## config.mk

```make
export PLATFORM = sky130hd
export DESIGN_NAME = ptb_time_base
export DESIGN_NICKNAME = d
export VERILOG_FILES = /design/src/rtl/ptb_pkg.sv /design/src/rtl/ptb_time_base.sv
export SDC_FILE = /design/constraint.sdc
export NUM_CORES = 1
export LEC_CHECK = 0
export BUFFER_PORTS_ARGS = -buffer_cell sky130_fd_sc_hd__buf_2
export CAP_MARGIN = 20
export CORE_AREA = 2 2 138 140
export CTS_BUF_LIST = sky130_fd_sc_hd__clkbuf_16
export DETAILED_ROUTE_END_ITERATION = 7
export DIE_AREA = 0 0 140 142
export GPL_ROUTABILITY_DRIVEN = 1
export GPL_TIMING_DRIVEN = 0
export PLACE_DENSITY_LB_ADDON = 0.3
export REMOVE_ABC_BUFFERS = 1
export SYNTH_ARGS = -nofsm -noshare
export SYNTH_HDL_FRONTEND = slang
export SYNTH_SLANG_ARGS = --single-unit
```

## constraint.sdc

```tcl
create_clock -name clk_i -period 7.1 [get_ports clk_i]
set_input_delay 0 -clock clk_i [delete_from_list [all_inputs] [get_ports clk_i]]
set_output_delay 0 -clock clk_i [all_outputs]
set_load 0.005 [all_outputs]
```

## src/rtl/ptb_pkg.sv

```systemverilog
// Package for the PWM time base and control block: offsets, fields, resets, types
package ptb_pkg;

  // Counter width and bus address width
  localparam int PTB_CNT_W = 12;
  localparam int PTB_ADR_W = 8;

  // Register byte offsets
  localparam logic [7:0] OFF_TIMER_CONTROL_LOW = 8'h00;
  localparam logic [7:0] OFF_TIMER_CONTROL_HIGH = 8'h04;
  localparam logic [7:0] OFF_TIME_BASE_COUNTER = 8'h08;
  localparam logic [7:0] OFF_PERIOD_VALUE = 8'h0C;
  localparam logic [7:0] OFF_PWM_OUTPUT_ENABLE_AND_PAIR_MODE = 8'h10;
  localparam logic [7:0] OFF_PWM_EVENT_TRIGGER_AND_UPDATE_CONTROL = 8'h14;
  localparam logic [7:0] OFF_EVENT_COMPARE = 8'h18;
  localparam logic [7:0] OFF_EVENT_STATUS = 8'h1C;
  localparam logic [7:0] OFF_ACTIVE_PERIOD = 8'h20;

  // Field positions
  localparam int POS_POSTSCALE = 4;
  localparam int POS_PRESCALE = 2;
  localparam int POS_MODE = 0;
  localparam int POS_ENABLE = 7;
  localparam int POS_DIRECTION = 6;
  localparam int POS_OUTPUT_ENABLE = 4;
  localparam int POS_PAIR_MODE = 0;
  localparam int POS_TRIG_POSTSCALE = 4;
  localparam int POS_TRIG_DIRECTION = 3;
  localparam int POS_UPDATE_DISABLE = 1;
  localparam int POS_OVERRIDE_SYNC = 0;
  localparam int POS_FLAG_TIME_BASE = 0;
  localparam int POS_FLAG_TRIGGER = 1;

  // Reset values
  localparam logic [7:0] RST_TIMER_CONTROL_LOW = 8'h00;
  localparam logic [2:0] RST_OUTPUT_ENABLE_CFG_CLEAR = 3'h7;
  localparam logic [2:0] RST_OUTPUT_ENABLE_CFG_SET = 3'h0;
  localparam logic [3:0] RST_PAIR_MODE = 4'h0;
  localparam logic [7:0] RST_CONTROL_1 = 8'h00;
  localparam logic [PTB_CNT_W-1:0] RST_COUNT = 12'h000;

  // Prescaler terminal counts for 1:1, 1:4, 1:16, 1:64
  localparam logic [5:0] PRE_LIM_1 = 6'h00;
  localparam logic [5:0] PRE_LIM_4 = 6'h03;
  localparam logic [5:0] PRE_LIM_16 = 6'h0F;
  localparam logic [5:0] PRE_LIM_64 = 6'h3F;

  // Cycles after reset release at which the configuration strap is applied
  localparam logic [1:0] STRAP_LOAD_CYCLE = 2'h2;

  // Time base modes, in field order
  typedef enum logic [1:0] {
    PTB_MODE_FREE,
    PTB_MODE_SINGLE,
    PTB_MODE_UPDOWN,
    PTB_MODE_UPDOWN_DOUBLE
  } ptb_mode_e;

  // Static configuration handed to the output stage
  typedef struct packed {
    logic [7:0] pin_enable;
    logic [3:0] pair_independent;
    logic override_sync;
  } ptb_cfg_s;

endpackage

```

## src/rtl/ptb_time_base.sv

```systemverilog
// PWM time base, control registers and classic Wishbone register slave
// Function
// - Enable field selects which PWM pins drive
// - Enable field reset value comes from strap
// - Pair mode bit 1 independent, 0 complementary
// - Trigger postscale divides events by field plus one
// - Trigger allowed only in selected count direction
// - Update disable blocks buffer to active transfers
// - Override sync aligns overrides to time base
// - Free running counts up, wraps after period
// - Single shot wraps then hardware clears enable
// - Up/down turns downward after period match
// - Direction status bit read-only, 1 down
// - Outputs inactive first half after up/down start
// - Input clock prescaled 1, 4, 16, 64
// - Prescaler clears on counter or control write
// - Postscaler divides match events, clears likewise
// - Free running event on each period match
// - Single shot event ignores postscaler
// - Up/down event at zero turning upward
// - Counter twelve bits, runs only when enabled
// - Double update events at zero and period
`timescale 1ns/100ps
`default_nettype none

module ptb_time_base #(
  parameter int CNT_W = ptb_pkg::PTB_CNT_W
) (
  input wire logic clk_i,
  input wire logic rst_i,
  input wire logic wb_cyc_i,
  input wire logic wb_stb_i,
  input wire logic wb_we_i,
  input wire logic [ptb_pkg::PTB_ADR_W-1:0] wb_adr_i,
  input wire logic [3:0] wb_sel_i,
  input wire logic [31:0] wb_dat_i,
  output logic [31:0] wb_dat_o,
  output logic wb_ack_o,
  input wire logic output_enable_reset_config_i,
  input wire logic override_req_i,
  output ptb_pkg::ptb_cfg_s pwm_cfg_o,
  output logic [CNT_W-1:0] time_base_counter_o,
  output logic count_direction_status_o,
  output logic outputs_inactive_o,
  output logic buffer_transfer_o,
  output logic override_apply_o,
  output logic tb_event_o,
  output logic event_trigger_o
);
  import ptb_pkg::*;

  // Width limits that the logic can serve; reset constants are PTB_CNT_W wide
  if (CNT_W < 2 || CNT_W > PTB_CNT_W) begin : g_bad_width
    $error("CNT_W must lie between 2 and PTB_CNT_W");
  end

  // Pin enable decode of the output enable field
  function automatic logic [7:0] pin_decode(input logic [2:0] sel);
    case (sel)
      3'h1: pin_decode = 8'h02;
      3'h2: pin_decode = 8'h03;
      3'h3: pin_decode = 8'h0F;
      3'h4: pin_decode = 8'h3F;
      3'h5: pin_decode = 8'hFF;
      3'h6: pin_decode = 8'h0A;
      3'h7: pin_decode = 8'hAA;
      default: pin_decode = 8'h00;
    endcase
  endfunction

  // Prescaler terminal count for a select value
  function automatic logic [5:0] pre_limit(input logic [1:0] sel);
    case (sel)
      2'h0: pre_limit = PRE_LIM_1;
      2'h1: pre_limit = PRE_LIM_4;
      2'h2: pre_limit = PRE_LIM_16;
      default: pre_limit = PRE_LIM_64;
    endcase
  endfunction

  // Byte lane merge of a write into an old value
  function automatic logic [31:0] lane_merge(input logic [31:0] old, input logic [31:0] wr,
                                              input logic [3:0] sel);
    for (int i = 0; i < 4; i++) begin
      old[i*8 +: 8] = sel[i] ? wr[i*8 +: 8] : old[i*8 +: 8];
    end
    lane_merge = old;
  endfunction

  // Register state
  logic [7:0] timer_control_low;
  logic time_base_enable;
  logic count_dir;
  logic [CNT_W-1:0] cnt;
  logic [CNT_W-1:0] period_buf;
  logic [CNT_W-1:0] period_act;
  logic [CNT_W-1:0] event_compare;
  logic [2:0] output_enable_select;
  logic [3:0] pair_mode_bits;
  logic [3:0] event_trigger_postscale;
  logic event_trigger_direction;
  logic buffer_update_disable;
  logic override_sync;
  logic [1:0] flags;
  logic ack;
  logic [5:0] pre_cnt;
  logic [3:0] post_cnt;
  logic [3:0] trig_cnt;
  logic first_half;
  logic ovr_pend;
  logic strap_meta;
  logic strap_sync;
  logic [1:0] strap_cnt;

  // Bus decode: a write takes effect at the edge where ack is seen high
  logic wr;
  logic [31:0] wmerge_cnt;
  logic [31:0] wmerge_per;
  logic [31:0] wmerge_cmp;
  logic wr_low;
  logic wr_high;
  logic wr_cnt;
  logic wr_con0;
  logic wr_con1;
  assign wr = wb_cyc_i && wb_stb_i && wb_we_i && ack;
  assign wr_low = wr && wb_adr_i == OFF_TIMER_CONTROL_LOW && wb_sel_i[0];
  assign wr_high = wr && wb_adr_i == OFF_TIMER_CONTROL_HIGH && wb_sel_i[0];
  assign wr_cnt = wr && wb_adr_i == OFF_TIME_BASE_COUNTER && (wb_sel_i[1:0] != 2'h0);
  assign wr_con0 = wr && wb_adr_i == OFF_PWM_OUTPUT_ENABLE_AND_PAIR_MODE && wb_sel_i[0];
  assign wr_con1 = wr && wb_adr_i == OFF_PWM_EVENT_TRIGGER_AND_UPDATE_CONTROL && wb_sel_i[0];
  assign wmerge_cnt = lane_merge(32'(cnt), wb_dat_i, wb_sel_i);
  assign wmerge_per = lane_merge(32'(period_buf), wb_dat_i, wb_sel_i);
  assign wmerge_cmp = lane_merge(32'(event_compare), wb_dat_i, wb_sel_i);

  // Decoded control fields
  ptb_mode_e mode;
  logic updown;
  logic [3:0] postscale_sel;
  logic [1:0] prescale_sel;
  assign mode = ptb_mode_e'(timer_control_low[POS_MODE +: 2]);
  assign updown = (mode == PTB_MODE_UPDOWN) || (mode == PTB_MODE_UPDOWN_DOUBLE);
  assign postscale_sel = timer_control_low[POS_POSTSCALE +: 4];
  assign prescale_sel = timer_control_low[POS_PRESCALE +: 2];

  // Time base conditions seen on a prescaled tick
  logic pre_clr;
  logic tick;
  logic tick_en;
  logic at_per;
  logic at_zero;
  logic per_nz;
  logic edge_wrap;
  logic updn_top;
  logic updn_bot;
  logic raw_event;
  logic tb_fire;
  logic trig_match;
  logic trig_fire;
  logic boundary;
  assign pre_clr = wr_cnt || wr_low || wr_high;
  assign tick = pre_cnt == pre_limit(prescale_sel);
  assign tick_en = tick && time_base_enable;
  assign at_per = cnt == period_act;
  assign at_zero = cnt == '0;
  assign per_nz = period_act != '0;
  assign edge_wrap = tick_en && !updown && at_per;
  assign updn_top = tick_en && updown && !count_dir && at_per;
  assign updn_bot = tick_en && updown && count_dir && at_zero;
  assign boundary = edge_wrap || updn_bot;

  // Raw time base event per mode
  always_comb begin
    case (mode)
      PTB_MODE_FREE: raw_event = edge_wrap;
      PTB_MODE_SINGLE: raw_event = edge_wrap;
      PTB_MODE_UPDOWN: raw_event = updn_bot;
      PTB_MODE_UPDOWN_DOUBLE: raw_event = updn_bot || updn_top;
      default: raw_event = 1'b0;
    endcase
  end
  assign tb_fire = raw_event && (mode == PTB_MODE_SINGLE || post_cnt == postscale_sel);

  // Special event trigger: compare match in the chosen direction
  assign trig_match = tick_en && cnt == event_compare
                      && count_dir == event_trigger_direction;
  assign trig_fire = trig_match && trig_cnt == event_trigger_postscale;

  // Wishbone acknowledge, one wait state
  always_ff @(posedge clk_i) begin
    if (rst_i) begin
      ack <= 1'b0;
    end else begin
      ack <= wb_cyc_i && wb_stb_i && !ack;
    end
  end

  // Read data captured with the acknowledge
  always_ff @(posedge clk_i) begin
    if (rst_i) begin
      wb_dat_o <= 32'h0000_0000;
    end else if (wb_cyc_i && wb_stb_i && !ack) begin
      case (wb_adr_i)
        OFF_TIMER_CONTROL_LOW: wb_dat_o <= 32'(timer_control_low);
        OFF_TIMER_CONTROL_HIGH: wb_dat_o <= 32'({time_base_enable, count_dir, 6'h00});
        OFF_TIME_BASE_COUNTER: wb_dat_o <= 32'(cnt);
        OFF_PERIOD_VALUE: wb_dat_o <= 32'(period_buf);
        OFF_PWM_OUTPUT_ENABLE_AND_PAIR_MODE: wb_dat_o <= 32'({1'b0, output_enable_select,
                                                               pair_mode_bits});
        OFF_PWM_EVENT_TRIGGER_AND_UPDATE_CONTROL: wb_dat_o <= 32'({event_trigger_postscale,
          event_trigger_direction, 1'b0, buffer_update_disable, override_sync});
        OFF_EVENT_COMPARE: wb_dat_o <= 32'(event_compare);
        OFF_EVENT_STATUS: wb_dat_o <= 32'(flags);
        OFF_ACTIVE_PERIOD: wb_dat_o <= 32'(period_act);
        default: wb_dat_o <= 32'h0000_0000;
      endcase
    end
  end

  // Timer control low: postscale, prescale and mode
  always_ff @(posedge clk_i) begin
    if (rst_i) begin
      timer_control_low <= RST_TIMER_CONTROL_LOW;
    end else if (wr_low) begin
      timer_control_low <= wb_dat_i[7:0];
    end
  end

  // Enable: software sets or clears, single shot clears on its match
  always_ff @(posedge clk_i) begin
    if (rst_i) begin
      time_base_enable <= 1'b0;
    end else if (wr_high) begin
      time_base_enable <= wb_dat_i[POS_ENABLE];
    end else if (edge_wrap && mode == PTB_MODE_SINGLE) begin
      time_base_enable <= 1'b0;
    end
  end

  // Time base counter; kept when the enable is cleared
  always_ff @(posedge clk_i) begin
    if (rst_i) begin
      cnt <= RST_COUNT[CNT_W-1:0];
    end else if (wr_cnt) begin
      cnt <= wmerge_cnt[CNT_W-1:0];
    end else if (tick_en) begin
      if (!updown) begin
        cnt <= at_per ? '0 : cnt + 1'b1;
      end else if (!count_dir) begin
        cnt <= at_per ? (per_nz ? cnt - 1'b1 : '0) : cnt + 1'b1;
      end else begin
        cnt <= at_zero ? (per_nz ? CNT_W'(1) : '0) : cnt - 1'b1;
      end
    end
  end

  // Count direction, only ever down in the up/down modes
  always_ff @(posedge clk_i) begin
    if (rst_i) begin
      count_dir <= 1'b0;
    end else if (!updown) begin
      count_dir <= 1'b0;
    end else if (updn_top && per_nz) begin
      count_dir <= 1'b1;
    end else if (updn_bot && per_nz) begin
      count_dir <= 1'b0;
    end
  end

  // Period buffer and the active period it feeds
  always_ff @(posedge clk_i) begin
    if (rst_i) begin
      period_buf <= RST_COUNT[CNT_W-1:0];
      period_act <= RST_COUNT[CNT_W-1:0];
    end else begin
      if (wr && wb_adr_i == OFF_PERIOD_VALUE) begin
        period_buf <= wmerge_per[CNT_W-1:0];
      end
      if (!buffer_update_disable && (boundary || !time_base_enable)) begin
        period_act <= period_buf;
      end
    end
  end

  // Duty buffer transfer strobe for the compare units
  always_ff @(posedge clk_i) begin
    if (rst_i) begin
      buffer_transfer_o <= 1'b0;
    end else begin
      buffer_transfer_o <= boundary && !buffer_update_disable;
    end
  end

  // Prescaler counter
  always_ff @(posedge clk_i) begin
    if (rst_i || pre_clr) begin
      pre_cnt <= 6'h00;
    end else if (tick) begin
      pre_cnt <= 6'h00;
    end else begin
      pre_cnt <= pre_cnt + 1'b1;
    end
  end

  // Interrupt postscaler, bypassed in single shot
  always_ff @(posedge clk_i) begin
    if (rst_i || pre_clr) begin
      post_cnt <= 4'h0;
    end else if (raw_event && mode != PTB_MODE_SINGLE) begin
      post_cnt <= (post_cnt == postscale_sel) ? 4'h0 : post_cnt + 1'b1;
    end
  end

  // Event pulses
  always_ff @(posedge clk_i) begin
    if (rst_i) begin
      tb_event_o <= 1'b0;
      event_trigger_o <= 1'b0;
    end else begin
      tb_event_o <= tb_fire;
      event_trigger_o <= trig_fire;
    end
  end

  // Special event postscale counter
  always_ff @(posedge clk_i) begin
    if (rst_i || wr_con1) begin
      trig_cnt <= 4'h0;
    end else if (trig_match) begin
      trig_cnt <= trig_fire ? 4'h0 : trig_cnt + 1'b1;
    end
  end

  // Sticky event flags, write one to clear, set beats clear
  always_ff @(posedge clk_i) begin
    if (rst_i) begin
      flags <= 2'h0;
    end else begin
      flags <= (flags & ~((wr && wb_adr_i == OFF_EVENT_STATUS && wb_sel_i[0]) ?
                          wb_dat_i[1:0] : 2'h0))
               | {trig_fire, tb_fire};
    end
  end

  // Event compare value
  always_ff @(posedge clk_i) begin
    if (rst_i) begin
      event_compare <= RST_COUNT[CNT_W-1:0];
    end else if (wr && wb_adr_i == OFF_EVENT_COMPARE) begin
      event_compare <= wmerge_cmp[CNT_W-1:0];
    end
  end

  // Outputs held inactive until the first turnaround of an up/down start
  always_ff @(posedge clk_i) begin
    if (rst_i) begin
      first_half <= 1'b0;
    end else if (wr_high && wb_dat_i[POS_ENABLE] && !time_base_enable && updown) begin
      first_half <= 1'b1;
    end else if (updn_top || updn_bot || !time_base_enable) begin
      first_half <= 1'b0;
    end
  end

  // Configuration strap synchroniser and post reset load counter
  always_ff @(posedge clk_i) begin
    strap_meta <= output_enable_reset_config_i;
    strap_sync <= strap_meta;
  end
  always_ff @(posedge clk_i) begin
    if (rst_i) begin
      strap_cnt <= 2'h0;
    end else if (strap_cnt != 2'h3) begin
      strap_cnt <= strap_cnt + 1'b1;
    end
  end

  // Output enable and pair mode register
  always_ff @(posedge clk_i) begin
    if (rst_i) begin
      output_enable_select <= RST_OUTPUT_ENABLE_CFG_CLEAR;
      pair_mode_bits <= RST_PAIR_MODE;
    end else if (wr_con0) begin
      output_enable_select <= wb_dat_i[POS_OUTPUT_ENABLE +: 3];
      pair_mode_bits <= wb_dat_i[POS_PAIR_MODE +: 4];
    end else if (strap_cnt == STRAP_LOAD_CYCLE) begin
      output_enable_select <= strap_sync ? RST_OUTPUT_ENABLE_CFG_SET
                                         : RST_OUTPUT_ENABLE_CFG_CLEAR;
    end
  end

  // Event trigger and update control register
  always_ff @(posedge clk_i) begin
    if (rst_i) begin
      {event_trigger_postscale, event_trigger_direction} <= RST_CONTROL_1[7:3];
      buffer_update_disable <= RST_CONTROL_1[POS_UPDATE_DISABLE];
      override_sync <= RST_CONTROL_1[POS_OVERRIDE_SYNC];
    end else if (wr_con1) begin
      event_trigger_postscale <= wb_dat_i[POS_TRIG_POSTSCALE +: 4];
      event_trigger_direction <= wb_dat_i[POS_TRIG_DIRECTION];
      buffer_update_disable <= wb_dat_i[POS_UPDATE_DISABLE];
      override_sync <= wb_dat_i[POS_OVERRIDE_SYNC];
    end
  end

  // Override apply: at once, or at the next period boundary when synced
  always_ff @(posedge clk_i) begin
    if (rst_i) begin
      ovr_pend <= 1'b0;
      override_apply_o <= 1'b0;
    end else begin
      override_apply_o <= (ovr_pend || override_req_i) && (!override_sync || boundary);
      ovr_pend <= (ovr_pend || override_req_i) && override_sync && !boundary;
    end
  end

  // Output assignments
  assign wb_ack_o = ack;
  assign pwm_cfg_o.pin_enable = pin_decode(output_enable_select);
  assign pwm_cfg_o.pair_independent = pair_mode_bits;
  assign pwm_cfg_o.override_sync = override_sync;
  assign time_base_counter_o = cnt;
  assign count_direction_status_o = count_dir;
  assign outputs_inactive_o = first_half;
endmodule

`default_nettype wire

```

==> results of run 1 <==
==> worst paths after layout <==
kind                                from  slack [ps]                      to  cells past startpoint
setup / recovery  time_base_counter_o[0]        4030  time_base_counter_o[9]                      8
hold / removal               wb_adr_i[6]         210             wb_dat_o[1]                      6
setup reg to reg  time_base_counter_o[0]        4030  time_base_counter_o[9]                      8
hold reg to reg               strap_meta         330              strap_sync                      0
==> synth_stat cells, drive strengths merged (5+ instances only) <==
| library cell | n | area, um2 |
|---|---|---|
| and2 | 9 | 58.8 |
| a31oi | 6 | 37.5 |
| nor2 | 76 | 288 |
| ha | 7 | 87.6 |
| nand2 | 87 | 327 |
| xor2 | 34 | 298 |
| or4 | 5 | 45.0 |
| and4 | 5 | 43.8 |
| nor4 | 17 | 106 |
| nand3 | 41 | 205 |
| and3 | 6 | 37.5 |
| or2 | 5 | 31.3 |
| o22ai | 5 | 31.3 |
| xnor2 | 19 | 166 |
| nor2b | 7 | 43.8 |
| clkbuf | 43 | 161 |
| o211ai | 7 | 52.6 |
| dfxtp | 111 | 2220 |
| o21ai | 36 | 180 |
| a211oi | 5 | 37.5 |
| a21oi | 53 | 265 |
| mux2i | 42 | 420 |
| inv | 14 | 52.6 |
| or3 | 8 | 51.3 |
| nand4 | 11 | 68.8 |
| nor3 | 11 | 55.1 |
| a22oi | 22 | 165 |
| buf | 29 | 203 |
==> flip-flops by register name, summed over array words and instances, names as in the netlist, 2 cells and up <==
signal and flops:
output_enable_select 3, event_compare 12, trig_cnt 4, flags 2, event_trigger_postscale 4, time_base_counter_o 12
pair_mode_bits 4, pre_cnt 6, post_cnt 4, period_act 12, timer_control_low 8, period_buf 12
strap_cnt 2, wb_dat_o 12
==> report_power, final <==
part / internal [mW] / total, mW / switching, mW
Combinational: 0.0319 / 0.0870 / 0.0552
Sequential: 0.627 / 0.633 / 0.00609
Clock: 0.276 / 0.527 / 0.252
==> through the flow <==
step / hold WS (ps) / instance area (um2)
after floorplan: 27.7 / 6080
after global placement: 103 / 6730
after detailed placement: 104 / 6800
after CTS: 205 / 7250
after global routing: 247 / 7260
final: 214 / 7260
==> worst reg2reg max path, stage by stage, from the launching register on <==
cell and delay [ps]:
dfxtp_1 510, inv_1 130, ha_1 210, or3b_2 520, or4_4 540, and2_4 180, a31oi_1 410, o32ai_1 180
a32o_1 270
==> routing by layer <==
layer / vias up / track usage [%] / part of all wire [%]
li1: 2912 / - / -
met1: 2899 / 28.4 / 45
met3: 31 / 3.94 / 6.7
met2: 244 / 33.3 / 46
met4: 0 / 5.37 / 2.2
met5: - / 0 / 0
==> kinds of logic (layout without fill, tap and decap cells) <==
| logic type | Yosys count | count (layout) | share of synthesized area, % |
|---|---|---|---|
| flops | 111 | 111 | 34.9 |
| xor+xnor | 53 | 53 | 7.29 |
| mux | 46 | 46 | 7.48 |
| buf+inv | 86 | 124 | 6.54 |
| simple gates | 303 | 303 | 23.4 |
| other cells | 1 | 20 | 0.0589 |
| fa+ha+maj | 7 | 7 | 1.37 |
| compound gates | 182 | 182 | 19.0 |
==> layout make-up <==
type                    instances  area [um2]
inverters                      14        52.6
well taps                     234         293
flip-flops and latches        111        2220
clock inverters                 7        71.3
clock buffers                   9         225
multi-input cells             611        3810
fillers                      1904       11200
repair buffers                 94         589
==> out/qor.log, run 1 <==
[run_status] run status finished with violations
[run_status] violations in the final reports design-rule violations
[finish] highest-count cells in the layout ignoring fill and taps dfxtp_1, nand2_1, nor2_1
[finish] Finished Core Util 39.3%
[setup_path] CP delay by family, top simple AND/OR/NAND/NOR gates
[drt] number of design-rule violations left by the first detailed-router iteration 618
[place] Placed Cells incl. Taps 1,047
[setup_path] WS Path Type reg2reg
[place] estimated wirelength of the detail-placed design 14,600 um
[synth] number of enable-type register cells in the synthesized netlist 0
[synth] Distinct cells, synth 70
[sta] aggregate negative setup slack 0 ps
[synth] number of cells produced by synthesis 789
[drt] drt total wl 20,400 um
[sta] slack of the critical path 4030 ps
[clock_network] clock sinks 111
[die] die extent in y 142 um
[clock_network] CTS max path bufs 2
[setup_path] critical path, cell by cell inv_1 -> ha_1 -> or3b_2 -> or4_4 -> and2_4 -> a31oi_1 -> o32ai_1 -> a32o_1
[sta] headroom to the max-slew limit 26.6%
[power_and_ir_drop] total power divided by cell area 172 mW/mm2
[drt] ratio of routed vias to standard cells 5.64
[sta] maximum achievable frequency 326 MHz
[grt] number of global-route vias before repair 5,731
[setup_path] crit start category flop
[clock_network] depth of the CTS H-tree 3
[grt] pin count of the biggest net entering global routing 84
[sta] Period Utilization, post-route 43.2%
[synth] flip-flop and latch count after synthesis 111
[setup_path] Worst Setup End Kind flop
[synth] top flip-flop cell by instance count after synthesis dfxtp_1
[sta] clk_skew 6.54 ps
[job] max-capacitance violation count 0
[drt] 1st-pass router iterations 8
[grt] number of antenna violations at the first check in global routing 0
[synth] Warnings, synthesis 0
[finish] signed area change from the synthesized netlist to the final layout 14.0%
[finish] nets@finish 899
[grt] global router's overall resource usage 20.6%
[synth] average cell area after synthesis 8.07 um2
[power_and_ir_drop] overall power consumption 1.25 mW
[synth] post-synth design cell area 0.00637 mm2
[grt] remaining global-route overflow 0
[clock_network] clock tree root buffer cell clkbuf_16
[sta] Final Max Tran Viols 0
[hold_path] class of the tightest hold or removal check in2reg
[setup_path] Max stage delay on crit path 540 ps
[sta] unrepaired setup endpoints after global routing false
[place] worst slack at placement 3870 ps
[clock_network] setup bufs post-CTS 0
[setup_path] worst path arrival time 3320 ps
[setup_path] sum of buffers and inverters on the critical path 1
[finish] final standard cell count with taps included and fillers excluded 1,080
[grt] wire length of the first global-routing pass 32,100 um
[die] Die Span X 140 um
[clock_network] CTS hold repair buffers 16
[setup_path] slowest library cell on the worst path or4_4
[die] top-level I/O count 115
[finish] share of cells above drive strength 1 13.9%
[finish] most frequent standard cell in the layout excluding fill and tap cells dfxtp_1
[clock_network] count of cells resized by post-cts repair 0
[sta] Period minus WS final 3070 ps
[setup_path] required time at the endpoint of the critical path 7360 ps
[drt] detailed-route wire length per cell 18.9 um
[die] starting density of the core 34.5%
[sta] hold violation count in the final report 0
[synth] post-synthesis async set-or-reset flop share 0%
[clock_network] clock slew seen by the registers of the worst setup and hold paths 80 ps
[place] number of buffers added on ports 72
[power_and_ir_drop] Peak VDD IR 0.145 mV
[clock_network] CTS tree built
[drt] count of unresolved DRC violations after routing 5
[place] last weighted congestion value of the routability-driven placer 0.909
[clock_network] TritonCTS buffer count 9
[die] Die ar. 0.0199 mm2
[synth] sequential fraction of the synthesis area 34.9%
[power_and_ir_drop] standby leakage power 3.02 nW
[clock_network] clock insertion delay at the later pin of the skew report 360 ps
[sta] Worst Tran Pin Value 1090 ps
[die] standard-cell row count 50
[die] placeable core region 0.0185 mm2
[drt] remaining antenna violation count after routing 0
[sta] endpoints failing setup 0
[setup_path] CP max FO 14
[finish] Diodes inserted 0
[drt] via count 6,086
Power figures use the tool's default switching activity.
==> inputs of run 2 (changes only) <==
==> constraint.sdc (replaced) <==
create_clock -name clk_i -period 2.6 [get_ports clk_i]
set_input_delay 0 -clock clk_i [delete_from_list [all_inputs] [get_ports clk_i]]
set_output_delay 0 -clock clk_i [all_outputs]
set_load 0.005 [all_outputs]
==> run 2 against run 1 <==
  * The flow still finishes with violations (design-rule violations)
  * Die area is the same
  * Final area grew 2.1%
  * Final cell count grew 0.65%
  * Worst setup slack lost 4000 ps
  * Utilization grew 0.83 points
  * Register-to-register slack lost 4000 ps
  * First-iteration DRC count grew 4.0%
  * Highest routed layer unchanged
==> out/qor.log, run 2 (synthesis gave the netlist of run 1 again) <==
[die] placeable core region 0.0185 mm2
[die] top-level I/O count 115
[power_and_ir_drop] Peak VDD IR 0.394 mV
[setup_path] CP delay by family, top simple AND/OR/NAND/NOR gates
[drt] count of unresolved DRC violations after routing 6
[drt] drt total wl 20,500 um
[grt] remaining global-route overflow 0
[grt] number of global-route vias before repair 5,769
[sta] Period Utilization, post-route 98.1%
[power_and_ir_drop] share of total power in the clock network 42.2%
[power_and_ir_drop] total power divided by cell area 459 mW/mm2
[setup_path] WS Path Type reg2reg
[setup_path] crit start category flop
[clock_network] clock sinks 111
[die] starting density of the core 34.5%
[die] die extent in y 142 um
[grt] number of antenna violations at the first check in global routing 0
[grt] global router's overall resource usage 20.7%
[finish] share of cells above drive strength 1 17.0%
[setup_path] required time at the endpoint of the critical path 2850 ps
[sta] hold violation count in the final report 0
[setup_path] critical path, cell by cell inv_1 -> ha_2 -> or3b_4 -> or4_4 -> and2_4 -> a31o_4 -> a221o_1 -> a22o_1
[die] Die ar. 0.0199 mm2
[setup_path] Max stage delay on crit path 530 ps
[finish] most frequent standard cell in the layout excluding fill and tap cells dfxtp_1
[sta] headroom to the max-slew limit 26.0%
[power_and_ir_drop] standby leakage power 3.08 nW
[job] max-capacitance violation count 0
[power_and_ir_drop] internal power 2.55 mW
[setup_path] CP max FO 8
[run_status] violations in the final reports design-rule violations
[drt] number of design-rule violations left by the first detailed-router iteration 643
[finish] Diodes inserted 0
[clock_network] depth of the CTS H-tree 3
[finish] count of fill cells added during filler insertion 1,898
[drt] via count 6,089
[clock_network] clock insertion delay at the later pin of the skew report 360 ps
[sta] maximum achievable frequency 392 MHz
[power_and_ir_drop] Flop pwr share 50.7%
[setup_path] total stage count of the critical path 8
[power_and_ir_drop] P_sw 0.855 mW
[setup_path] Worst Setup End Kind flop
[clock_network] clock tree root buffer cell clkbuf_16
[grt] wire length of the first global-routing pass 32,200 um
[hold_path] launch instance of the worst min-delay path wb_adr_i[6]
[power_and_ir_drop] switching share of power 25.1%
[finish] final standard cell count with taps included and fillers excluded 1,087
[drt] remaining antenna violation count after routing 0
[setup_path] worst path arrival time 2810 ps
[sta] Worst Tran Pin Value 1100 ps
[sta] endpoints failing setup 0
[finish] highest-count cells in the layout ignoring fill and taps dfxtp_1, nand2_1, nor2_1
[setup_path] critical register-to-register path startpoint time_base_counter_o[1]
[clock_network] CTS max path bufs 2
[sta] aggregate negative setup slack 0 ps
[setup_path] origin of the worst setup path time_base_counter_o[1]
[run_status] run status finished with violations
[sta] clk_skew 7.32 ps
[sta] Final Max Tran Viols 0
[clock_network] clock slew seen by the registers of the worst setup and hold paths 80 ps
[place] estimated wirelength of the detail-placed design 14,600 um
[finish] signed area change from the synthesized netlist to the final layout 16.4%
[clock_network] CTS tree built
[die] Die Span X 140 um
[sta] Period minus WS final 2550 ps
[place] Placed Cells incl. Taps 1,047
[hold_path] class of the tightest hold or removal check in2reg
[setup_path] slowest library cell on the worst path or4_4
[setup_path] Reg2Reg Depth 8
[setup_path] sum of buffers and inverters on the critical path 1
[grt] pin count of the biggest net entering global routing 84
[place] last weighted congestion value of the routability-driven placer 0.909
[finish] nets@finish 906
[power_and_ir_drop] Combinational Power Share 7.0%
[die] standard-cell row count 50
[drt] ratio of routed vias to standard cells 5.60
[clock_network] TritonCTS buffer count 9
[drt] 1st-pass router iterations 7
[place] number of buffers added on ports 72
[hold_path] instance count along the most critical hold path 6
[drt] detailed-route wire length per cell 18.8 um
[run 2: cell types whose count changed in the layout (fill, tap and decap cells not counted), sizes merged]
cell and change:
dlygate4sd3 -1, buf +8
[run 2: final cells by class]
cell class,instances,area [um2],share of cell area [%]
clock buffer,9,225,3.04
clock inverter,7,71.3,0.962
inverter,14,52.6,0.709
multi-input combinational,611,3880,52.3
sequential,111,2240,30.2
tap,234,293,3.95
timing repair buffer,101,656,8.84
[run 2: power by group through the flow]
stage	clock [mW]	combinational [mW]	sequential [mW]
6_report	1.44	0.239	1.73
5_1_grt	1.54	0.268	1.73
4_1_cts	1.46	0.238	1.73
3_5_place_dp	0	0.219	1.77
3_3_place_gp	0	0.211	1.77
2_1_floorplan	0	0.0871	1.77
[run 2: routing by layer]
metal  up-vias  wire length, um  GRT usage [%]
met1      2870             9180           28.3
met3        41             1390           4.17
met5         -                0              0
li1       2922                -              -
met4         0              501           5.79
met2       256             9400           33.3
[run 2: repair_timing]
item | in CTS | in global routing
setup endpoints to repair | 39 | 28
buffers inserted | 2 | 7
pin swaps | 0 | 3
resized for setup | 15 | 12
hold buffers | 15 | 0
hold endpoints to repair | 44 | 0
[run 2: stage by stage]
step	instance area (um2)	hold slack [ps]	power [mW]	util (%)	setup slack, ps
2_1_floorplan	6080	27.7	1.85	-	-314
3_3_place_gp	6730	103	1.98	36.5	-1510
3_5_place_dp	6800	104	1.99	36.8	-625
4_1_cts	7300	205	3.43	39.6	14.2
5_1_grt	7420	247	3.54	40.2	-3.48
6_report	7420	214	3.41	40.2	48.2
[run 2: path summary, 6_finish.rpt]
path	endpoint	slack [ps]
setup / recovery	time_base_counter_o[5]	50
hold / removal	wb_dat_o[1]	210
setup reg to reg	time_base_counter_o[5]	50
hold reg to reg	strap_sync	330
[run 2: worst reg2reg max path: stages (launching register included)]
cell	delay (ps)
dfxtp_4	350
inv_1	50
ha_2	180
or3b_4	410
or4_4	530
and2_4	190
a31o_4	240
a221o_1	320
a22o_1	190
==> inputs of run 3 (changes only) <==
--- a/config.mk
+++ b/config.mk
@@ -8,7 +8,6 @@
 export BUFFER_PORTS_ARGS = -buffer_cell sky130_fd_sc_hd__buf_2
 export CAP_MARGIN = 20
 export CORE_AREA = 2 2 138 140
-export CTS_BUF_LIST = sky130_fd_sc_hd__clkbuf_16
 export DETAILED_ROUTE_END_ITERATION = 7
 export DIE_AREA = 0 0 140 142
 export GPL_ROUTABILITY_DRIVEN = 1
==> run 3 against run 2 <==
  * Sequential share of layout area unchanged
  * Combinational power barely moved
  * Total power about the same
  * Die area did not move
  * Wire length increased by 0.33%
  * Largest cell class unchanged
  * Largest power group unchanged
  * First-iteration DRC count is 15% lower
  * Clock power about the same
  * The flow still finishes with violations (design-rule violations)
  * Sequential cell count unchanged
  * Fmax decreased by 0.23%
  * Worst setup slack lost 5.8 ps
  * Count of clock-buffer cells in the layout rose by 1
==> out/qor.log, run 3 (synthesis gave the netlist of run 1 again) <==
[power_and_ir_drop] overall power consumption 3.41 mW
[place] Placed Cells incl. Taps 1,047
[place] estimated wirelength of the detail-placed design 14,600 um
[setup_path] required time at the endpoint of the critical path 2850 ps
[sta] headroom to the max-slew limit 27.4%
[drt] count of unresolved DRC violations after routing 5
[sta] Worst Tran Pin Value 1080 ps
[power_and_ir_drop] Peak VDD IR 0.393 mV
[clock_network] CTS tree built
[finish] final standard cell count with taps included and fillers excluded 1,087
[grt] global router's overall resource usage 20.7%
[die] die extent in y 142 um
[job] max-capacitance violation count 0
[sta] tightest hold margin 218 ps
[clock_network] CTS max path bufs 2
[place] placed instance area 0.00680 mm2
[setup_path] WS Path Type reg2reg
[drt] ratio of routed vias to standard cells 5.57
[setup_path] sum of buffers and inverters on the critical path 1
[finish] most frequent standard cell in the layout excluding fill and tap cells dfxtp_1
[drt] detailed-route wire length per cell 18.9 um
[drt] via count 6,053
[clock_network] TritonCTS buffer count 9
[setup_path] critical path, cell by cell inv_1 -> ha_2 -> or3b_4 -> or4_4 -> and2_4 -> a31o_4 -> a221o_1 -> a22o_1
[setup_path] Max stage delay on crit path 530 ps
[grt] most utilized layer in the global route result met2
[clock_network] clock tree root buffer cell clkbuf_16
[clock_network] clock insertion delay at the later pin of the skew report 360 ps
[grt] GR met3 Demand/Resource 4.17%
[run_status] violations in the final reports design-rule violations
[clock_network] clock slew seen by the registers of the worst setup and hold paths 80 ps
[setup_path] Worst Setup End Kind flop
[finish] nets@finish 906
[die] starting density of the core 34.5%
[die] placeable core region 0.0185 mm2
[grt] number of global-route vias before repair 5,763
[grt] remaining global-route overflow 0
[place] last weighted congestion value of the routability-driven placer 0.909
[place] number of buffers added on ports 72
[clock_network] clock sinks 111
[die] Die Span X 140 um
[grt] pin count of the biggest net entering global routing 84
[setup_path] slowest library cell on the worst path or4_4
[drt] 1st-pass router iterations 8
[grt] number of antenna violations at the first check in global routing 0
[sta] Period minus WS final 2560 ps
[setup_path] crit start category flop
[grt] M1 GR Usage 28.3%
[sta] endpoints failing setup 0
[power_and_ir_drop] standby leakage power 3.07 nW
[sta] aggregate negative setup slack 0 ps
[hold_path] class of the tightest hold or removal check in2reg
[setup_path] worst path arrival time 2810 ps
[drt] remaining antenna violation count after routing 0
[sta] hold violation count in the final report 0
[finish] Diodes inserted 0
[drt] number of design-rule violations left by the first detailed-router iteration 544
[sta] clk_skew 6.69 ps
[clock_network] depth of the CTS H-tree 3
[run_status] run status finished with violations
[grt] met2 layer usage reported by global route 33.3%
[drt] drt total wl 20,500 um
[setup_path] CP delay by family, top simple AND/OR/NAND/NOR gates
[power_and_ir_drop] total power divided by cell area 460 mW/mm2
[sta] maximum achievable frequency 391 MHz
[die] top-level I/O count 115
[setup_path] CP max FO 8
[finish] cell area after layout 0.00742 mm2
[die] standard-cell row count 50
[finish] highest-count cells in the layout ignoring fill and taps dfxtp_1, nand2_1, nor2_1
[grt] wire length of the first global-routing pass 32,200 um
[sta] Final Max Tran Viols 0
[die] Die ar. 0.0199 mm2
[finish] signed area change from the synthesized netlist to the final layout 16.4%
[finish] share of cells above drive strength 1 17.0%
[sta] Period Utilization, post-route 98.4%
-- run 3: changes by cell type in the layout (fill, tap and decap cells not counted) --
cell      previous run  this run
inv_1               15        14
clkbuf_1             0         1
-- run 3: worst reg2reg max path, cell delays in order (launching register included) --
cell	delay (ps)
dfxtp_4	350
inv_1	50
ha_2	180
or3b_4	410
or4_4	530
and2_4	190
a31o_4	240
a221o_1	320
a22o_1	190
-- run 3: report_power, final --
part / switching, mW / internal, mW
Combinational: 0.152 / 0.0879
Clock: 0.683 / 0.756
Sequential: 0.0166 / 1.71
-- run 3: final timing paths --
check	cells past startpoint	slack [ps]	from	endpoint
worst min-delay path	5	220	wb_adr_i[4]	wb_dat_o[1]
worst max register to register	8	40	time_base_counter_o[1]	time_base_counter_o[5]
worst min register to register	0	330	strap_meta	strap_sync
worst max-delay path	8	40	time_base_counter_o[1]	time_base_counter_o[5]
-- run 3: timing repair --
item	4_1_cts	5_1_grt
cloned	0	0
setup endpoints to repair	39	28
setup buffers	2	7
resized for setup	15	12
hold endpoints to repair	44	0
hold buffers	15	0
pin swaps	0	3
-- run 3: stage by stage --
step           utilization (%)  worst slack [ps]
3_3_place_gp              36.5             -1510
5_1_grt                   40.2             -3.48
2_1_floorplan                -              -314
3_5_place_dp              36.8              -625
6_report                  40.2              42.4
4_1_cts                   39.6              14.2
-- run 3: final cells by class --
cell class	count	area (um2)
tap	234	293
sequential	111	2240
fill	1898	11000
timing repair buffer	101	656
multi-input combinational	611	3880
clock inverter	6	67.6
clock buffer	10	229
inverter	14	52.6
-- run 3: routing by layer --
layer	part of all wire, %	vias to the layer above
met4	2.2	0
met3	6.3	32
li1	-	2927
met1	46	2854
met5	0	-
met2	46	240
